===== src/tca_pkg.sv =====
// Constants and types for the Type-C attach and PHY enable logic.
// Assumes one core clock; all indication pins arrive asynchronously.
package tca_pkg;

  // Pin group widths and synchroniser stage count
  localparam int unsigned ATT_W  = 3;
  localparam int unsigned ORI_W  = 2;
  localparam int unsigned SIDE_W = 2;
  localparam int unsigned PHY_W  = 2;
  localparam int unsigned SYNC_STAGES = 2;

  // Bit positions inside the gathered pin vector
  localparam int unsigned POS_ATT  = 0;
  localparam int unsigned POS_ORI  = 3;
  localparam int unsigned POS_SA   = 5;
  localparam int unsigned POS_SB   = 7;
  localparam int unsigned POS_MODE = 9;
  localparam int unsigned POS_POL  = 10;
  localparam int unsigned POS_EXT  = 11;
  localparam int unsigned IN_W     = 12;

  // Receptacle configurations, three and only three
  typedef enum logic [1:0] {
    CFG_EXT   = 2'b00,
    CFG_MODE1 = 2'b01,
    CFG_MODE2 = 2'b10
  } tca_cfg_t;

  localparam logic [PHY_W-1:0] PHY_NONE = 2'h0;
  localparam logic [PHY_W-1:0] PHY_A    = 2'h1;
  localparam logic [PHY_W-1:0] PHY_B    = 2'h2;
  localparam logic [IN_W-1:0]  SYNC_RST = 12'h000;

endpackage


===== src/tca_attach_ctrl.sv =====
// Type-C attach decode: turns port-controller indications into PHY enables
// and a PHY clock gate. Assumes all indication pins are asynchronous to clk_i
// and that an external port controller watches the receptacle.
`timescale 1ns/1ps

module tca_attach_ctrl
  import tca_pkg::*;
(
  input  wire logic                         clk_i,                      // Core clock
  input  wire logic                         rst_n_i,                    // Async reset
  input  wire logic [tca_pkg::ATT_W-1:0]    attach_detect_i,            // Attach pins
  input  wire logic [tca_pkg::ORI_W-1:0]    plug_orientation_in_i,      // Orientation pins
  input  wire logic [tca_pkg::SIDE_W-1:0]   mux_attach_side_in_a_i,     // Side A attach
  input  wire logic [tca_pkg::SIDE_W-1:0]   mux_attach_side_in_b_i,     // Side B attach
  input  wire logic                         internal_mux_mode_select_i, // High: mode 2
  input  wire logic                         indication_polarity_select_i, // High: active high
  input  wire logic                         ext_mux_config_i,           // High: external mux
  output logic      [tca_pkg::PHY_W-1:0]    phy_en_o,                   // PHY enables
  output logic                              phy_clk_en_o,               // PHY clock gate
  output logic                              attach_valid_o,             // Valid attach seen
  output logic                              orientation_b_o,            // Flipped plug
  output logic      [1:0]                   cfg_mode_o                  // Active configuration
);
  import tca_pkg::*;

  logic [IN_W-1:0]  raw_w;
  logic [IN_W-1:0]  sync1_r;
  logic [IN_W-1:0]  sync2_r;
  logic [IN_W-1:0]  sync1_nxt;
  logic [IN_W-1:0]  sync2_nxt;
  logic [IN_W-1:0]  norm_w;
  tca_cfg_t         cfg_r;
  tca_cfg_t         cfg_nxt;
  logic [PHY_W-1:0] phy_r;
  logic [PHY_W-1:0] phy_nxt;
  logic             clk_en_r;
  logic             clk_en_nxt;
  logic             valid_r;
  logic             valid_nxt;
  logic             orient_r;
  logic             orient_nxt;

  // Gather every pin into one vector so one loop synchronises them all
  assign raw_w = {ext_mux_config_i, indication_polarity_select_i,
                  internal_mux_mode_select_i, mux_attach_side_in_b_i,
                  mux_attach_side_in_a_i, plug_orientation_in_i, attach_detect_i};

  // Two-flop synchronisers, one per pin; stage one feeds only stage two
  genvar gi;
  generate
    for (gi = 0; gi < IN_W; gi++) begin : g_sync
      always_comb begin
        sync1_nxt[gi] = raw_w[gi];
        sync2_nxt[gi] = sync1_r[gi];
      end
    end
  endgenerate

  always_ff @(posedge clk_i or negedge rst_n_i) begin
    if (!rst_n_i) begin
      sync1_r <= SYNC_RST;
      sync2_r <= SYNC_RST;
    end else begin
      sync1_r <= sync1_nxt;
      sync2_r <= sync2_nxt;
    end
  end

  // Fold polarity in once; the controller owns pin levels, we only reinterpret
  // them. Polarity itself and the two config straps are never inverted.
  always_comb begin
    norm_w = sync2_r;
    norm_w[POS_MODE-1:0] = sync2_r[POS_MODE-1:0] ^ {POS_MODE{~sync2_r[POS_POL]}};
  end

  // Decode configuration and attach into PHY enables
  always_comb begin
    logic att1;
    logic ori_a;
    logic ori_b;
    logic side_a;
    logic side_b;
    att1   = |norm_w[POS_ATT +: 2];
    ori_a  = norm_w[POS_ORI] & ~norm_w[POS_ORI+1];
    ori_b  = norm_w[POS_ORI+1] & ~norm_w[POS_ORI];
    side_a = |norm_w[POS_SA +: SIDE_W];
    side_b = |norm_w[POS_SB +: SIDE_W];
    if (norm_w[POS_EXT]) begin
      cfg_nxt = CFG_EXT;
    end else if (norm_w[POS_MODE]) begin
      cfg_nxt = CFG_MODE2;
    end else begin
      cfg_nxt = CFG_MODE1;
    end
    valid_nxt  = 1'b0;
    orient_nxt = 1'b0;
    phy_nxt    = PHY_NONE;
    case (cfg_nxt)
      CFG_EXT: begin
        // External mux does the steering; only the single PHY lane is used
        valid_nxt = |norm_w[POS_ATT +: ATT_W];
        phy_nxt   = valid_nxt ? PHY_A : PHY_NONE;
      end
      CFG_MODE1: begin
        // Ambiguous orientation (none or both) enables nothing
        valid_nxt  = att1 & (ori_a | ori_b);
        orient_nxt = att1 & ori_b;
        phy_nxt    = {att1 & ori_b, att1 & ori_a};
      end
      CFG_MODE2: begin
        // Both sides claiming attach is treated as no attach
        valid_nxt  = side_a ^ side_b;
        orient_nxt = side_b & ~side_a;
        phy_nxt    = {side_b & ~side_a, side_a & ~side_b};
      end
      default: begin
        phy_nxt = PHY_NONE;
      end
    endcase
    clk_en_nxt = |phy_nxt;
  end

  // Register the decode so the PHY sees glitch-free enables
  always_ff @(posedge clk_i or negedge rst_n_i) begin
    if (!rst_n_i) begin
      cfg_r    <= CFG_MODE1;
      phy_r    <= PHY_NONE;
      clk_en_r <= 1'b0;
      valid_r  <= 1'b0;
      orient_r <= 1'b0;
    end else begin
      cfg_r    <= cfg_nxt;
      phy_r    <= phy_nxt;
      clk_en_r <= clk_en_nxt;
      valid_r  <= valid_nxt;
      orient_r <= orient_nxt;
    end
  end

  assign phy_en_o        = phy_r;
  assign phy_clk_en_o    = clk_en_r;
  assign attach_valid_o  = valid_r;
  assign orientation_b_o = orient_r;
  assign cfg_mode_o      = cfg_r;

  // Checks: pins sampled at one edge appear at the outputs three edges later
  logic [IN_W-1:0] chk_norm_w;
  always_comb begin
    chk_norm_w = raw_w;
    chk_norm_w[POS_MODE-1:0] = raw_w[POS_MODE-1:0] ^ {POS_MODE{~raw_w[POS_POL]}};
  end
endmodule


===== config.mk =====
export PLATFORM = sky130hd
export DESIGN_NAME = tca_attach_ctrl
export DESIGN_NICKNAME = d
export VERILOG_FILES = /design/src/tca_pkg.sv /design/src/tca_attach_ctrl.sv
export SDC_FILE = /design/constraint.sdc
export NUM_CORES = 1
export LEC_CHECK = 0
export ABC_AREA = 1
export CORE_MARGIN = 2
export CORE_UTILIZATION = 45
export CTS_BUF_LIST = sky130_fd_sc_hd__clkbuf_2 sky130_fd_sc_hd__clkbuf_4 sky130_fd_sc_hd__clkbuf_8
export CTS_CLUSTER_SIZE = 24
export DETAILED_ROUTE_END_ITERATION = 10
export DONT_BUFFER_PORTS = 1
export GPL_ROUTABILITY_DRIVEN = 1
export PLACE_DENSITY = 0.71
export SYNTH_ARGS = -nofsm -noshare
export SYNTH_HDL_FRONTEND = slang
export SYNTH_SLANG_ARGS = --single-unit

===== constraint.sdc =====
create_clock -name clk_i -period 2.28 [get_ports clk_i]
set_clock_uncertainty 0.2 [all_clocks]
set_input_delay 0.228 -clock clk_i [delete_from_list [all_inputs] [get_ports clk_i]]
set_output_delay 0.228 -clock clk_i [all_outputs]
set_load 0.1 [all_outputs]

==> flow_summary_export.csv <==
group,metric,value,unit
outcome,outcome,"finished, final reports clean",
pwr,p_int,0.775,mW
sta,maxSlewHeadroom,67.3,%
routing,first_pass_iters,3,
setup_path,crit_chain,"inv_6, nor2_1, nor2_1, a21oi_1, inv_1, ha_1, inv_1, nor2_1, a21oi_2, nand3_1",
yosys,synth_common_cells,"dfrtp_1 (30), inv_1 (17), nor2_1 (10)",
routing,ant_nets,0,
layout,diodes,0,
sta,layout_min_cycle_time,1.77,ns
job,max-cap-violations,0,
floorplanning,initial_core_util,48.2,%
setup_path,crit_required,2.27,ns
pwr,p_comb_share,15.6,%
floorplanning,dieHeight,53.2,microns
yosys,ys.flop_type,"dfrtp_1",
grt,grtUsageMet1,10.9,%
min_path,hold_path_class,"in -> async",
setup_path,cp-end-kind,"register",
setup_path,worstSetupStartpoint,"sync2_r[10]",
placement,gp_congestion,0.849,
routing,drc,0,
layout,nets,128,
sta,fin_ws,0.509,ns
cts,cts_buffers,5,
placement,numPortBuffers,0,
yosys,yosys_warnings,0,
cts,root_buffer,"clkbuf_4",
sta,rsz0062_at_grt,"no",
sta,tns,0,ns
yosys,synth_area,0.00109,sq mm
yosys,synth-seq-cells,31,
setup_path,path_class,"reg -> reg",
grt,busiest_layer,"met2",
yosys,yosysSeqAreaShare,71.5,%
floorplanning,num_rows,17,
cts,ctsResizeCount,0,
cts,clkSinkCount,31,
pwr,clockPowerShare,28.2,%
floorplanning,die-area,0.00283,sq mm
layout,stdcell_count,138,
sta,tightest_slew,0.492,ns
layout,fill_cells,185,
grt,track_usage,12.7,%
grt,grt_pass1_vias,606,
routing,drt-total-wl,1.34,mm
pwr,seq_power_share,56.2,%
grt,grt_overflow_total,0,
floorplanning,core_area,0.00225,sq mm
pwr,vdd_drop_max,0.000499,V
yosys,syn-num-nets,102,
setup_path,arrival,1.77,ns
setup_path,setup.worst_path.start_class,"register",
sta,setup_viol,0,
grt,gr-usage-met2,22.7,%
pwr,leakage,0.697,nW
floorplanning,io-pin-count,21,
pwr,power_density,787,mW/mm^2
yosys,syn_inst,84,
placement,placed_area,0.00116,sq mm
cts,cts.clk_slew.worst_paths,0.09,ns
cts,htree_levels,2,
grt,antenna_found_initial,0,
setup_path,path_buf_inv,3,
routing,wl_per_cell,9.73,microns
cts,cts_tree,"done",
placement,dp_hpwl,902,microns
yosys,synth_top_area_cell,"dfrtp_1",
layout,seq_area,777,sq um
cts,cts.path.max_buffers,2,
layout,multi_input_area,226,sq um
yosys,synthTopCellsByArea,"dfrtp_1 (69%), inv_1 (5.9%), ha_1 (4.6%), nor2_1 (3.5%), nand2_4 (3.1%)",
layout,drive_gt1_share,20.9,%
yosys,async_reset_ff_share,100,%
routing,viasPerCell,4.32,
layout,fin_area,0.00136,sq mm
sta,period_share,77.7,%
setup_path,r2r-start,"sync2_r[10]",
yosys,synth_top_area_share,69.0,%
sta,hold_viol,0,
layout,syn_to_final_growth,25.3,%
sta,maxSlewViolCount,0,
sta,fmax,565,MHz
setup_path,crit_family,"flip-flops",
yosys,synth.avg_cell_area,12.9,sq um
floorplanning,die_w,53.2,microns
yosys,synth_cell_types,18,
placement,place_inst,117,
routing,vias,596,
yosys,synth_edf_count,0,
setup_path,max_stage_delay,0.53,ns
pwr,switching_power,0.296,mW
grt,use_met3,6.78,%
setup_path,crit_fanout,6,
pwr,switching_share,27.7,%
grt,grt_pass1_wl,2.30,mm
setup_path,slowest_stage,"dfrtp_1",
routing,first_iter_violations,3,
setup_path,critical_path.most_common_cell,"nor2_1",
layout,final_util,60.4,%
placement,post-place-ws,0.494,ns
grt,grt_max_degree,32,
yosys,synth.most_common_cell,"dfrtp_1",
cts,clock_latency,0.32,ns
==> flip-flops by register name (all words and copies together) (netlist names) <==
register and count:
sync1_r 12, sync2_r 12, cfg_mode_o 2, phy_en_o 2, attach_valid_o 1, orientation_b_o 1, phy_clk_en_o 1
==> worst paths after layout <==
path	slack, ns	depth (start not counted)	end
max	0.51	10	phy_clk_en_o
min in group clk_i	0.15	0	sync2_r[6]
min reg2reg	0.15	0	sync2_r[6]
max reg2reg	0.51	10	phy_clk_en_o
max in group asynchronous	1.50	2	cfg_mode_o[0]
min	0.14	2	phy_en_o[1]
==> cells by family (layout without fill, tap and decap cells) <==
group	count (synthesis)	count (layout)	share of synthesized area (%)
xor+xnor	3	3	2.42
flops	31	31	71.5
compound gates	7	7	4.49
fa+ha+maj	4	4	4.60
simple gates	20	20	9.32
buf+inv	19	45	7.71
==> placed cells by master (no fill, tap or decap), drive strengths merged <==
cell / synthesis / final
inv: 18 / 18
o21bai: 1 / 1
xnor2: 2 / 2
nand3: 1 / 1
clkinv: 0 / 1
o21ai: 2 / 2
dfrtp: 30 / 30
buf: 1 / 7
clkbuf: 0 / 6
xor2: 1 / 1
a21oi: 4 / 4
ha: 4 / 4
dlygate4sd3: 0 / 13
nor2: 10 / 10
nand2: 9 / 9
dfstp: 1 / 1
==> stage by stage <==
stage          power [mW]  hold slack, ns
3_3_place_gp        0.748          -0.267
4_1_cts              1.09           0.125
2_1_floorplan       0.727          -0.268
3_5_place_dp        0.752          -0.267
5_1_grt              1.14           0.139
6_report             1.07           0.138
==> what timing repair did <==
action	4_1_cts	5_1_grt
endpoints found under the hold margin	43	0
setup buffers	0	0
hold buffers	14	0
endpoints found under the setup margin	0	0
==> layer usage <==
layer / vias up / wire length [microns] / share of wire [%]
met2: 21 / 739 / 55
met4: 0 / 23 / 1.7
met5: - / 0 / 0
met1: 277 / 492 / 37
met3: 2 / 87 / 6.5
li1: 296 / - / -
==> final cells by class <==
class,instances,share of cell area [%]
Clock inverter,1,0.367
Inverter,18,5.33
Clock buffer,6,3.76
Sequential cell,31,57.0
Tap cell,28,2.57
Timing Repair Buffer,20,14.3
Multi-Input combinational cell,34,16.6
==> worst reg2reg max path: cells and delay by family (launching register included) <==
family                   cells  cell delay, ns
buffers and inverters        3            0.18
AND/OR/NAND/NOR              4            0.27
adder cells (fa/ha/maj)      1            0.19
AO/OA/AOI/OAI                2            0.29
flip-flops                   1            0.53
==> power groups by stage <==
stage	logic, mW	clock network, mW	registers [mW]
6_report	0.167	0.302	0.602
5_1_grt	0.182	0.348	0.606
4_1_cts	0.170	0.317	0.603
2_1_floorplan	0.0473	0	0.680
3_5_place_dp	0.138	0	0.614
3_3_place_gp	0.136	0	0.612
No activity file was read; power rests on OpenSTA's default activity.
